**config.mk**
```make
export PLATFORM = sky130hd
export DESIGN_NAME = csw_clk_ctrl
export DESIGN_NICKNAME = d
export VERILOG_FILES = /design/src/pkg/csw_pkg.sv /design/src/hw/csw_clk_ctrl.sv
export VERILOG_INCLUDE_DIRS = /design/src /design/src/pkg
export SDC_FILE = /design/constraint.sdc
export NUM_CORES = 1
export LEC_CHECK = 0
export BUFFER_PORTS_ARGS = -buffer_cell sky130_fd_sc_hd__buf_2
export CORE_MARGIN = 2
export CORE_UTILIZATION = 45
export CTS_CLUSTER_SIZE = 10
export DETAILED_ROUTE_END_ITERATION = 8
export SLEW_MARGIN = 20
export SYNTH_ARGS = -nofsm -noshare
export SYNTH_HDL_FRONTEND = slang
export SYNTH_SLANG_ARGS = --single-unit
```
**constraint.sdc**
```tcl
create_clock -name clk -period 76.4 [get_ports clk]
set_clock_uncertainty 0.15 [all_clocks]
set_input_delay 0 -clock clk [delete_from_list [all_inputs] [get_ports clk]]
set_output_delay 0 -clock clk [all_outputs]
set_load 0.01 [all_outputs]
```
**src/pkg/csw_params.svh**
```systemverilog
/*
  named constants for the clock sources and timewheels block.
  assumes inclusion by bare name; definitions only.
*/
`ifndef CSW_PARAMS_SVH
`define CSW_PARAMS_SVH
`define CSW_CLK_MHZ 100
`define CSW_CLK_KHZ 100000
`define CSW_FAST_KHZ 100
`define CSW_SLOW_DIV 100
`define CSW_THIRD_DIV 3
`define CSW_LOCK_US 250
`define CSW_PLL_MIN_KHZ 17'h0_5DC0
`define CSW_PLL_MAX_KHZ 17'h0_C350
`define CSW_A_IMO 5'h0_0
`define CSW_A_DBL 5'h0_1
`define CSW_A_PLL 5'h0_2
`define CSW_A_DIV 5'h0_3
`define CSW_A_STAT 5'h0_4
`define CSW_A_CTW 5'h0_5
`define CSW_A_CTWCNT 5'h0_6
`define CSW_A_FTW 5'h0_7
`define CSW_A_FTWCNT 5'h0_8
`define CSW_A_TRIM0 5'h1_0
`define CSW_N_RANGE 6
`define CSW_RST_RANGE 3'h0
`define CSW_RST_TRIM 8'h8_0
`define CSW_RST_TAP 4'h0
`define CSW_RST_TERM 5'h1_F
`define CSW_B_EN 0
`define CSW_B_SRC 1
`define CSW_B_SYS 3
`define CSW_B_CLR 0
`define CSW_B_CIE 1
`define CSW_B_WKE 2
`define CSW_B_TAP 4
`define CSW_B_FIE 8
`define CSW_B_FEN 9
`define CSW_B_FB 8
`endif

```
**src/pkg/csw_pkg.sv**
```systemverilog
/*
  types for the clock sources and timewheels block.
  assumes csw_params.svh supplies the constants.
*/
package csw_pkg;
  typedef struct packed {
    logic [4:0] addr;
    logic [15:0] wdata;
    logic we;
    logic re;
  } csw_bus_s;
  typedef enum logic [1:0] {
    CSW_SRC_IMO = 2'h0,
    CSW_SRC_ECO = 2'h1,
    CSW_SRC_DSI = 2'h2
  } csw_src_e;
  typedef enum logic [2:0] {
    CSW_PLL_OFF = 3'h1,
    CSW_PLL_ACQ = 3'h2,
    CSW_PLL_LOCK = 3'h4
  } csw_pll_e;
endpackage

```
**src/hw/csw_clk_ctrl.sv**
```systemverilog
/*
  clock source selection, pll lock tracking and timewheels,
  all on one 100 MHz clock; slow rates are enable pulses.
  assumes oscillator frequencies arrive as kHz numbers and
  that the register master follows the plain strobe port.
*/
`timescale 1ns/100ps
`include "csw_params.svh"

module csw_clk_ctrl #(
  parameter int LOCK_CYC = `CSW_LOCK_US * `CSW_CLK_MHZ,
  parameter int FAST_DIV = `CSW_CLK_KHZ / `CSW_FAST_KHZ,
  parameter int CTW_W = 13,
  parameter int FTW_W = 5
) (
  input wire logic clk,
  input wire logic rst_n,
  input csw_pkg::csw_bus_s bus,
  output logic [15:0] rdata,
  input wire logic [16:0] eco_khz,
  input wire logic [16:0] dsi_khz,
  input wire logic hibernate,
  input wire logic debug_halt,
  output logic [16:0] imo_khz,
  output logic [7:0] imo_trim,
  output logic [16:0] dbl_khz,
  output logic [16:0] pll_khz,
  output logic [16:0] sys_khz,
  output logic pll_lock,
  output logic lock_dsi,
  output logic tick_100k,
  output logic tick_33k,
  output logic tick_1k,
  output logic ctw_irq,
  output logic ctw_wake,
  output logic ftw_irq
);
  import csw_pkg::*;

  function automatic logic [16:0] range_khz(input logic [2:0] r);
    case (r)
      3'h0: range_khz = 17'h0_0BB8;
      3'h1: range_khz = 17'h0_1770;
      3'h2: range_khz = 17'h0_2EE0;
      3'h3: range_khz = 17'h0_5DC0;
      3'h4: range_khz = 17'h0_BB80;
      default: range_khz = 17'h0_F230;
    endcase
  endfunction

  function automatic logic [16:0] pick(input logic [1:0] s,
      input logic [16:0] main_internal_oscillator, input logic [16:0] crystal_oscillator_clock,
      input logic [16:0] dsi);
    case (s)
      CSW_SRC_ECO: pick = crystal_oscillator_clock;
      CSW_SRC_DSI: pick = dsi;
      default: pick = main_internal_oscillator;
    endcase
  endfunction

  logic [2:0] range_r;
  logic [7:0] trim_r [`CSW_N_RANGE];
  logic dbl_en_r;
  logic [1:0] dbl_src_r;
  logic pll_en_r;
  logic [1:0] pll_src_r;
  logic pll_sys_r;
  logic [5:0] in_div_r;
  logic [5:0] fb_div_r;
  logic ctw_ie_r;
  logic ctw_we_r;
  logic [3:0] tap_r;
  logic [FTW_W-1:0] term_r;
  logic ftw_ie_r;
  logic ftw_en_r;
  logic [CTW_W-1:0] ctw_r;
  logic [FTW_W-1:0] ftw_r;
  logic [9:0] fast_div_r;
  logic [6:0] slow_div_r;
  logic [1:0] third_div_r;
  logic [$clog2(LOCK_CYC+1)-1:0] lock_cnt_r;
  csw_pll_e pll_st_r;
  logic [16:0] ref_khz;
  logic [16:0] dbl_ref;
  logic [2:0] trim_sel;
  logic [6:0] in_n;
  logic [6:0] fb_n;
  logic [23:0] prod;
  logic [23:0] quot;
  logic in_band;
  logic pll_touch;
  logic ctw_clr;
  logic ctw_step;
  logic [CTW_W-1:0] ctw_inc;
  logic [CTW_W-1:0] tap_mask;
  logic fast_hit;

  assign ctw_clr = bus.we && bus.addr == `CSW_A_CTW && bus.wdata[`CSW_B_CLR];
  assign pll_touch = bus.we && (bus.addr == `CSW_A_PLL || bus.addr == `CSW_A_DIV);

  // control registers
  always_ff @(posedge clk or negedge rst_n) begin
    if (!rst_n) begin
      range_r <= `CSW_RST_RANGE;
      dbl_en_r <= 1'b0;
      dbl_src_r <= CSW_SRC_IMO;
      pll_en_r <= 1'b0;
      pll_src_r <= CSW_SRC_IMO;
      pll_sys_r <= 1'b0;
      in_div_r <= 6'h0_0;
      fb_div_r <= 6'h0_0;
      ctw_ie_r <= 1'b0;
      ctw_we_r <= 1'b0;
      tap_r <= `CSW_RST_TAP;
      term_r <= FTW_W'(`CSW_RST_TERM);
      ftw_ie_r <= 1'b0;
      ftw_en_r <= 1'b0;
    end else if (bus.we) begin
      case (bus.addr)
        `CSW_A_IMO: begin
          range_r <= bus.wdata[2:0];
        end
        `CSW_A_DBL: begin
          dbl_en_r <= bus.wdata[`CSW_B_EN];
          dbl_src_r <= bus.wdata[`CSW_B_SRC+:2];
        end
        `CSW_A_PLL: begin
          pll_en_r <= bus.wdata[`CSW_B_EN];
          pll_src_r <= bus.wdata[`CSW_B_SRC+:2];
          pll_sys_r <= bus.wdata[`CSW_B_SYS];
        end
        `CSW_A_DIV: begin
          in_div_r <= bus.wdata[5:0];
          fb_div_r <= bus.wdata[`CSW_B_FB+:6];
        end
        `CSW_A_CTW: begin
          ctw_ie_r <= bus.wdata[`CSW_B_CIE];
          ctw_we_r <= bus.wdata[`CSW_B_WKE];
          tap_r <= bus.wdata[`CSW_B_TAP+:4];
        end
        `CSW_A_FTW: begin
          term_r <= bus.wdata[FTW_W-1:0];
          ftw_ie_r <= bus.wdata[`CSW_B_FIE];
          ftw_en_r <= bus.wdata[`CSW_B_FEN];
        end
        default: begin
        end
      endcase
    end
  end

  // one trim byte per range; the applied trim follows the range
  always_ff @(posedge clk or negedge rst_n) begin
    if (!rst_n) begin
      for (int i = 0; i < `CSW_N_RANGE; i++) begin
        trim_r[i] <= `CSW_RST_TRIM;
      end
    end else if (bus.we) begin
      for (int i = 0; i < `CSW_N_RANGE; i++) begin
        if (bus.addr == 5'(`CSW_A_TRIM0 + i)) begin
          trim_r[i] <= bus.wdata[7:0];
        end
      end
    end
  end

  // pll ratio: input divider 1..64, feedback divider 2..64
  assign in_n = {1'b0, in_div_r} + 7'h0_1;
  assign fb_n = (fb_div_r == 6'h0_0) ? 7'h0_2 : {1'b0, fb_div_r} + 7'h0_1;
  assign ref_khz = pick(pll_src_r, imo_khz, eco_khz, dsi_khz);
  // a function result cannot be sliced, so the doubler source gets its own net
  assign dbl_ref = pick(dbl_src_r, imo_khz, eco_khz, dsi_khz);
  // the two spare range codes run at the top frequency, so they share its trim
  assign trim_sel = (range_r > 3'(`CSW_N_RANGE - 1)) ? 3'(`CSW_N_RANGE - 1) : range_r;
  assign prod = {7'h0_0, ref_khz} * {17'h0_0000, fb_n};
  assign quot = prod / {17'h0_0000, in_n};
  // a ratio outside the band never locks, so it never drives the system
  assign in_band = quot >= {7'h0_0, `CSW_PLL_MIN_KHZ} &&
                   quot <= {7'h0_0, `CSW_PLL_MAX_KHZ};

  // frequency outputs
  always_ff @(posedge clk or negedge rst_n) begin
    if (!rst_n) begin
      imo_khz <= 17'h0_0000;
      imo_trim <= `CSW_RST_TRIM;
      dbl_khz <= 17'h0_0000;
      pll_khz <= 17'h0_0000;
      sys_khz <= 17'h0_0000;
    end else begin
      imo_khz <= range_khz(range_r);
      imo_trim <= trim_r[trim_sel];
      // doubler accepts any input up to 65535 kHz, since bit 16 of the source is dropped; 24 MHz gives the 48 MHz usb clock
      dbl_khz <= dbl_en_r ? {dbl_ref[15:0], 1'b0} : 17'h0_0000;
      pll_khz <= (pll_en_r && in_band) ? quot[16:0] : 17'h0_0000;
      if (!pll_sys_r) begin
        sys_khz <= imo_khz;
      end else if (pll_st_r == CSW_PLL_LOCK) begin
        sys_khz <= pll_khz;
      end else begin
        sys_khz <= ref_khz;
      end
    end
  end

  // lock tracking; any write to the pll setup restarts acquisition
  always_ff @(posedge clk or negedge rst_n) begin
    if (!rst_n) begin
      pll_st_r <= CSW_PLL_OFF;
      lock_cnt_r <= '0;
    end else if (pll_touch || !pll_en_r) begin
      pll_st_r <= CSW_PLL_OFF;
      lock_cnt_r <= '0;
    end else begin
      case (pll_st_r)
        CSW_PLL_OFF: begin
          pll_st_r <= CSW_PLL_ACQ;
        end
        CSW_PLL_ACQ: begin
          if (lock_cnt_r >= ($bits(lock_cnt_r))'(LOCK_CYC - 2)) begin
            if (in_band) begin
              pll_st_r <= CSW_PLL_LOCK;
            end
          end else begin
            lock_cnt_r <= lock_cnt_r + 1'b1;
          end
        end
        CSW_PLL_LOCK: begin
          pll_st_r <= CSW_PLL_LOCK;
        end
        default: begin
          pll_st_r <= CSW_PLL_OFF;
        end
      endcase
    end
  end

  assign pll_lock = pll_st_r == CSW_PLL_LOCK;
  // firmware must stop the pll before low power; nothing here forces it
  assign lock_dsi = pll_lock;

  // low-speed ticks
  always_ff @(posedge clk or negedge rst_n) begin
    if (!rst_n) begin
      fast_div_r <= 10'h0_00;
      slow_div_r <= 7'h0_0;
      third_div_r <= 2'h0;
      tick_100k <= 1'b0;
      tick_33k <= 1'b0;
      tick_1k <= 1'b0;
    end else begin
      tick_100k <= fast_hit;
      tick_33k <= 1'b0;
      tick_1k <= 1'b0;
      if (fast_hit) begin
        fast_div_r <= 10'h0_00;
        if (third_div_r == 2'(`CSW_THIRD_DIV - 1)) begin
          third_div_r <= 2'h0;
          tick_33k <= 1'b1;
        end else begin
          third_div_r <= third_div_r + 2'h1;
        end
        if (slow_div_r == 7'(`CSW_SLOW_DIV - 1)) begin
          slow_div_r <= 7'h0_0;
          tick_1k <= 1'b1;
        end else begin
          slow_div_r <= slow_div_r + 7'h0_1;
        end
      end else begin
        fast_div_r <= fast_div_r + 10'h0_01;
      end
    end
  end

  assign fast_hit = fast_div_r == 10'(FAST_DIV - 1);

  // central counter; a clear in the same cycle as a step wins
  assign ctw_step = tick_1k && !hibernate && !debug_halt;
  assign ctw_inc = ctw_r + 1'b1;
  assign tap_mask = CTW_W'((32'h0000_0002 << tap_r) - 32'h0000_0001);

  always_ff @(posedge clk or negedge rst_n) begin
    if (!rst_n) begin
      ctw_r <= '0;
      ctw_irq <= 1'b0;
      ctw_wake <= 1'b0;
    end else begin
      ctw_irq <= 1'b0;
      ctw_wake <= 1'b0;
      if (ctw_clr) begin
        ctw_r <= '0;
      end else if (ctw_step) begin
        ctw_r <= ctw_inc;
        // period is two to the power tap plus one milliseconds for taps up to 12; larger taps give 8192
        if ((ctw_inc & tap_mask) == '0) begin
          ctw_irq <= ctw_ie_r;
          ctw_wake <= ctw_we_r;
        end
      end
    end
  end

  // fast counter restarts after the terminal count
  always_ff @(posedge clk or negedge rst_n) begin
    if (!rst_n) begin
      ftw_r <= '0;
      ftw_irq <= 1'b0;
    end else begin
      ftw_irq <= 1'b0;
      if (!ftw_en_r) begin
        ftw_r <= '0;
      end else if (tick_100k) begin
        if (ftw_r == term_r) begin
          ftw_r <= '0;
          ftw_irq <= ftw_ie_r;
        end else begin
          ftw_r <= ftw_r + 1'b1;
        end
      end
    end
  end

  // read port: data in the cycle after the strobe, zero otherwise
  always_ff @(posedge clk or negedge rst_n) begin
    if (!rst_n) begin
      rdata <= 16'h0000;
    end else if (!bus.re) begin
      rdata <= 16'h0000;
    end else begin
      case (bus.addr)
        `CSW_A_IMO: rdata <= {13'h0000, range_r};
        `CSW_A_DBL: rdata <= {13'h0000, dbl_src_r, dbl_en_r};
        `CSW_A_PLL: rdata <= {12'h000, pll_sys_r, pll_src_r, pll_en_r};
        `CSW_A_DIV: rdata <= {2'h0, fb_div_r, 2'h0, in_div_r};
        `CSW_A_STAT: rdata <= {15'h0000, pll_lock};
        `CSW_A_CTW: rdata <= {8'h00, tap_r, 1'b0, ctw_we_r, ctw_ie_r, 1'b0};
        `CSW_A_CTWCNT: rdata <= 16'(ctw_r);
        `CSW_A_FTW: rdata <= 16'({ftw_en_r, ftw_ie_r, 3'h0, term_r});
        `CSW_A_FTWCNT: rdata <= 16'(ftw_r);
        default: begin
          rdata <= 16'h0000;
          for (int i = 0; i < `CSW_N_RANGE; i++) begin
            if (bus.addr == 5'(`CSW_A_TRIM0 + i)) begin
              rdata <= {8'h00, trim_r[i]};
            end
          end
        end
      endcase
    end
  end
endmodule

```
==> results of run 1 <==
-- metal layers --
layer | part of all wire [%] | GRT usage, %
met4 | 3.7 | 9.68
met3 | 4.1 | 2.25
met1 | 43 | 33.1
met2 | 49 | 46.7
met5 | 0 | 0
-- cells by family (layout without fill, tap and decap cells) --
| group | count (synthesis) | count (layout) |
|---|---|---|
| other | 1 | 8 |
| muxes | 162 | 162 |
| adders and majority gates | 279 | 279 |
| AOI/OAI and AO/OA | 851 | 851 |
| buffers and inverters | 250 | 400 |
| and+or+nand+nor | 1229 | 1229 |
| DFF | 227 | 227 |
| xor gates and xnor gates | 136 | 136 |
-- sequential cells by signal, summed over array words and instances (netlist names), 2 cells and up --
name         count
fb_div_r         6
tap_r            4
pll_src_r        2
imo_khz         11
pll_st_r         3
range_r          3
ctw_r           13
sys_khz         17
fast_div_r      10
dbl_khz         16
pll_khz         17
term_r           5
imo_trim         8
dbl_src_r        2
rdata           14
slow_div_r       7
third_div_r      2
in_div_r         6
lock_cnt_r      15
trim_r          48
ftw_r            5
-- stage by stage --
step | utilization, % | setup slack [ns] | instance area (um2) | hold WS [ns] | std cells
5_1_grt | 50.3 | 0.195 | 28800 | 0.0724 | 4057
6_report | 50.3 | 6.45 | 28800 | 0.0381 | 4057
3_5_place_dp | 47.8 | 6.86 | 27400 | -0.0607 | 3951
2_1_floorplan | - | 18.11 | 26000 | -0.446 | 3142
4_1_cts | 50.2 | 6.58 | 28800 | 0.00590 | 4057
3_3_place_gp | 47.8 | 7.68 | 27400 | -0.0691 | 3951
-- placed cells by master (no fill, tap or decap), types with 30 or more instances in the layout --
cell type / synthesis / final
nand3_1: 86 / 86
o21ai_0: 121 / 121
xor2_1: 63 / 62
dfrtp_1: 214 / 214
buf_2: 19 / 150
a22oi_1: 37 / 37
a31oi_1: 43 / 43
nand2b_1: 43 / 43
ha_1: 204 / 203
and2_1: 35 / 35
o21a_1: 102 / 102
nor3_1: 138 / 138
nor2b_1: 35 / 35
or2_2: 33 / 33
mux2i_1: 31 / 31
or3_1: 30 / 30
a21o_1: 34 / 34
xnor2_1: 71 / 69
o31ai_1: 57 / 57
a21oi_1: 166 / 166
nor2_1: 406 / 405
nand4_1: 31 / 31
nand2_1: 247 / 247
and3_1: 35 / 35
inv_1: 117 / 117
fa_1: 74 / 74
dlygate4sd3_1: 0 / 55
mux2_2: 114 / 114
-- timing repair --
action                                  4_1_cts  5_1_grt
endpoints found under the hold margin       227        0
endpoints found under the setup margin        0       15
gates resized for setup                       0        2
hold buffers                                 56        0
-- critical path: cells and delay by family, from the launching register on --
| family | cells | cell delay (ns) |
|---|---|---|
| AND/OR/NAND/NOR | 88 | 22.85 |
| flip-flops | 1 | 0.51 |
| buffers and inverters | 7 | 0.86 |
| AO/OA/AOI/OAI | 147 | 33.14 |
| XOR/XNOR | 1 | 0.16 |
| multiplexers | 5 | 1.68 |
| adder cells (fa/ha/maj) | 30 | 10.36 |
-- cell type report --
cell class                 instances  area (um2)
inverter                         117         439
multi-input combinational       2665       19400
fill                            5472       28500
clock buffer                      47         771
clock inverter                     3        43.8
sequential                       227        5700
tap                              765         957
timing repair buffer             233        1540
-- worst max path at each step --
stage	endpoint	slack, ns	cells after the start
after global placement	pll_khz[12]$_DFF_PN0_	7.68	270
after CTS	pll_khz[12]$_DFF_PN0_	6.58	275
after floorplan	pll_khz[4]$_DFF_PN0_	18.11	295
after detailed placement	pll_khz[12]$_DFF_PN0_	6.86	269
after global routing	pll_khz[12]$_DFF_PN0_	0.19	278
final	pll_khz[12]$_DFF_PN0_	6.45	278
==> metrics.md, run 1 <==
| Metric | Value |
|---|---|
| I/O Buffers | `151` |
| Hold crit path type | `input port to flip-flop` |
| Mapped Area | `26000 um2` |
| First element of the critical path | `pll_src_r[1]$_DFFE_PN0P_` |
| Antenna violations before repair | `0` |
| Fin crit period | `69.95 ns` |
| Share of Yosys cell area claimed by the top area cell type | `20.6%` |
| Clk sinks | `227` |
| Detailed placement HPWL | `61300 um` |
| Async SR Flop Fraction | `100%` |
| Maximum Capacitance Violations | `0` |
| TritonCTS clock tree | `done` |
| Vias in the first global route | `24500` |
| Ant. Diodes | `0` |
| Gr usage total | `26.3%` |
| Startpoint Class | `flip-flop` |
| First-pass iteration count of the detailed router | `8` |
| Fraction of layout cells with a size suffix above 1 | `13.9%` |
| Htree depth | `1` |
| Hold Startpoint | `bus[20]` |
| Clock Path Buffers | `3` |
| Largest net degree at the start of global routing | `74` |
| Clock transition at the registers of the reported paths | `0.06 ns` |
| Slew @ Worst Pin | `1.06 ns` |
| Cell with the most instances after synthesis | `nor2_1` |
| Critical path's most frequent cell | `o21a_1` |
| Worst-path fanout max | `26` |
| Worst path slowest cell | `a21oi_1` |
| Synth area leader | `dfrtp_1` |
| R2R Setup Slk | `6.45 ns` |
| WP data arrival | `70.20 ns` |
| Largest family of logic cells by synthesized area | `compound AO/OA/AOI/OAI gates` |
| Synth Area in Adders | `15.6%` |
| Fmax | `14.3 MHz` |
| First-pass GRT wire length | `129000 um` |
| Slew margin rel. | `29.6%` |
| # DRC | `0` |
| Total Nets Final | `3610` |
| Synth Area in Simple Gates | `23.1%` |
| Mux contribution to synthesized area | `7.48%` |
| Latest clock arrival within the worst-skew pair | `0.55 ns` |
| Final setup violating endpoints | `0` |
| Complex-gate fraction of the synthesized area | `23.3%` |
| Post-CTS setup buffer count | `0` |
| Initial Utilization | `45.3%` |
| FP Rows | `88` |
| Setup TNS | `0 ns` |
| Post-Synth XOR/XNOR Area | `4.64%` |
| RR Startpoint | `pll_src_r[1]$_DFFE_PN0P_` |
| Aggregate global routing overflow | `0` |
| Area Overhead vs Synth | `10.9%` |
| Seq/Total Area, Yosys | `21.9%` |
| CTS buffer count | `27` |
| Chip width | `244 um` |
| Largest cells by area after synthesis | `dfrtp_1 21%, ha_1 9.8%, nor2_1 5.9%` |
| Post-synth EDFFs | `0` |
| Mapped Cells | `3135` |
| Wire length per cell | `19.6 um` |
| Post-synth cell types | `120` |
| Largest stage delay, worst path | `0.70 ns` |
| Clk root buf | `clkbuf_16` |
| Tcrit/Tclk final | `91.6%` |
| Synth warn | `0` |
| Reg2reg path depth | `278` |
| RR Endpoint | `pll_khz[12]$_DFF_PN0_` |
| Top_reg_cell synth | `dfrtp_1` |
| DR vias | `24600` |
| Initial DRC count | `1523` |
| Io pins | `161` |
| Crit Path Class | `flip-flop to flip-flop` |
| Register bit count reported by yosys | `227` |
| Status | `finished, final reports clean` |
| Syn_area_per_cell | `8.29 um2` |
| Cell depth of the worst min-delay path | `5` |
| Final Hold Vio Count | `0` |
| Hold worst-path end | `rdata[6]$_DFF_PN0_` |
| Post-route ant nets | `0` |
| Top post-synthesis cells by count | `406 x nor2_1, 247 x nand2_1, 214 x dfrtp_1` |
| Worst Setup End Kind | `flip-flop` |
| Core area | `57400 um2` |
| Final wirelength | `79400 um` |
| DR vias/cell | `6.08` |
| Gp weighted congestion | `0.918` |
| Die area | `59700 um2` |
| RSZ-0062 raised after global routing | `false` |
| Max-slew violation count | `0` |
| CP Data Required Time | `76.65 ns` |
| Die H | `244 um` |
Power of run 1 is left out: the tool's default activity adds up to more than one toggle a clock period on the data nets, which glitch-free logic cannot reach.
==> inputs of run 2 (changes only) <==
--- a/config.mk
+++ b/config.mk
@@ -11,6 +11,7 @@
 export CORE_UTILIZATION = 45
 export CTS_CLUSTER_SIZE = 10
 export DETAILED_ROUTE_END_ITERATION = 8
+export REMOVE_ABC_BUFFERS = 1
 export SLEW_MARGIN = 20
 export SYNTH_ARGS = -nofsm -noshare
 export SYNTH_HDL_FRONTEND = slang
==> metrics.md, run 2 (synthesis gave the netlist of run 1 again) <==
| Metric | Value |
|---|---|
| Final setup violating endpoints | `0 (unchanged)` |
| FP Rows | `88 (unchanged)` |
| Chip width | `244 um (unchanged)` |
| Hold crit path type | `input port to flip-flop` |
| Wire length per cell | `19.5 um (-0.18%)` |
| CTS buffer count | `28 (+3.7%)` |
| CP Data Required Time | `76.69 ns (+0.04 ns)` |
| Tcrit/Tclk final | `92.6% (+1.0 points)` |
| Detailed placement HPWL | `61600 um (+0.43%)` |
| Top Metal Used | `met4` |
| Clock transition at the registers of the reported paths | `0.06 ns (about the same)` |
| Final Hold Vio Count | `0 (unchanged)` |
| Startpoint Class | `flip-flop` |
| RR Endpoint | `pll_khz[0]$_DFF_PN0_` |
| TritonCTS clock tree | `done` |
| RSZ-0062 raised after global routing | `false` |
| Gp weighted congestion | `0.945 (+2.9%)` |
| I/O Buffers | `151 (unchanged)` |
| Worst path slowest cell | `a21oi_1` |
| DR vias/cell | `6.11 (+0.62%)` |
| Largest stage delay, worst path | `0.78 ns (+0.08 ns)` |
| Latest clock arrival within the worst-skew pair | `0.57 ns (+0.02 ns)` |
| Crit Path Class | `flip-flop to flip-flop` |
| Cell Area, Placed | `27400 um2 (about the same)` |
| RR Startpoint | `pll_src_r[1]$_DFFE_PN0P_` |
| Biggest regs | `trim_r: 48 flops, pll_khz: 17 flops, sys_khz: 17 flops` |
| Worst-path fanout max | `26 (unchanged)` |
| Clk root buf | `clkbuf_16` |
| Seq. cell area | `5700 um2 (unchanged)` |
| First-pass GRT wire length | `127000 um (-1.4%)` |
| Initial Utilization | `45.3% (unchanged)` |
| Area Overhead vs Synth | `11.1%` |
| Antenna violations before repair | `0 (unchanged)` |
| Met1 WL | `33300 um (-2.0%)` |
| Most common cell after layout, fill and taps aside | `nor2_1` |
| Gr usage total | `25.8% (-0.45 points)` |
| Most frequent cells in the layout | `405 x nor2_1, 247 x nand2_1, 214 x dfrtp_1` |
| First-pass iteration count of the detailed router | `6 (-2)` |
| Metal3 WL | `2990 um (-9.0%)` |
| First element of the critical path | `pll_src_r[1]$_DFFE_PN0P_` |
| Largest register FFs | `48 (unchanged)` |
| Htree depth | `1 (unchanged)` |
| Reg2reg path depth | `273 (-1.8%)` |
| Largest net degree at the start of global routing | `98 (+32%)` |
| Setup crit end | `pll_khz[0]$_DFF_PN0_` |
| Vias in the first global route | `24100 (-1.5%)` |
| Total Nets Final | `3610 (unchanged)` |
| Maximum Capacitance Violations | `0 (unchanged)` |
| Final wirelength | `79300 um (-0.13%)` |
| Aggregate global routing overflow | `0 (unchanged)` |
| Post-route ant nets | `0 (unchanged)` |
| Critical path's most frequent cell | `o21a_1` |
| R2R Setup Slk | `5.67 ns (-0.79 ns)` |
| Initial DRC count | `1498 (-1.6%)` |
| Fill cells | `5475 (+0.055%)` |
| Slew margin rel. | `26.9% (-2.8 points)` |
| # DRC | `0 (unchanged)` |
| WP data arrival | `71.02 ns (+0.82 ns)` |
| Die area | `59700 um2 (unchanged)` |
| Routed length on met2 | `40300 um (+2.9%)` |
| Cell depth of the worst min-delay path | `7 (+2)` |
| Core area | `57400 um2 (unchanged)` |
| Fin crit period | `70.73 ns (+0.786 ns)` |
| Io pins | `161 (unchanged)` |
| Fmax | `14.1 MHz (-1.1%)` |
| Setup TNS | `0 ns (unchanged)` |
| Clk sinks | `227 (unchanged)` |
| Fraction of layout cells with a size suffix above 1 | `13.8% (-0.095 points)` |
| Worst Setup End Kind | `flip-flop` |
| Final instance area | `28900 um2 (+0.14%)` |
| Die H | `244 um (unchanged)` |
| Biggest register | `trim_r` |
| Multi-input gate area | `19400 um2 (about the same)` |
| Status | `finished, final reports clean` |
| Max-slew violation count | `0 (unchanged)` |
| WHS | `0.0665 ns (+0.0284 ns)` |
| DR vias | `24800 (+0.67%)` |
| Hold Startpoint | `eco_khz[3]` |
| Clock Path Buffers | `3 (unchanged)` |
| Slew @ Worst Pin | `1.09 ns (+0.0373 ns)` |
| Post-CTS setup buffer count | `0 (unchanged)` |
run 2: how the worst min path moves through the flow:
stage | slack, ns | to
global placement | -0.06 | ctw_r[8]$_DFFE_PN0P_
global route | 0.07 | fb_div_r[3]$_DFFE_PN0P_
finish | 0.07 | sys_khz[3]$_DFF_PN0_
detailed placement | -0.04 | ctw_r[8]$_DFFE_PN0P_
floorplan | -0.45 | ctw_ie_r$_DFFE_PN0P_
CTS | 0.05 | sys_khz[3]$_DFF_PN0_
run 2: layout make-up:
cell class,instances,share of cell area (%)
Timing Repair Buffer,232,5.32
Antenna cell,1,0.00867
Clock buffer,47,2.78
Tap cell,765,3.32
Sequential cell,227,19.7
Inverter,117,1.52
Multi-Input combinational cell,2665,67.1
Clock inverter,5,0.221
run 2: metal layers:
layer | global-route usage [%] | vias up
li1 | - | 11900
met2 | 47.0 | 644
met3 | 2.21 | 178
met5 | 0 | -
met1 | 31.8 | 12100
met4 | 9.09 | 0
run 2: through the flow:
step,utilization (%),instances,worst slack [ns]
after CTS,50.3,4058,6.44
after global routing,50.3,4058,0.180
after floorplan,-,3009,17.39
after global placement,47.8,3948,8.00
final,50.3,4059,5.67
after detailed placement,47.8,3948,6.80
run 2: critical path, delay by kind of cell, from the launching register on:
family          cells  cell delay (ns)
mux                 6             1.98
simple gates       84            22.52
fa+ha+maj          30            10.17
flops               1             0.45
buf+inv             7             0.87
xor+xnor            1             0.16
compound gates    145            34.10
run 2: repair_timing:
item,4_1_cts,5_1_grt
hold buffers,58,0
endpoints found under the hold margin,233,0
resized for setup,0,0
Power of run 2 is left out for the same reason.
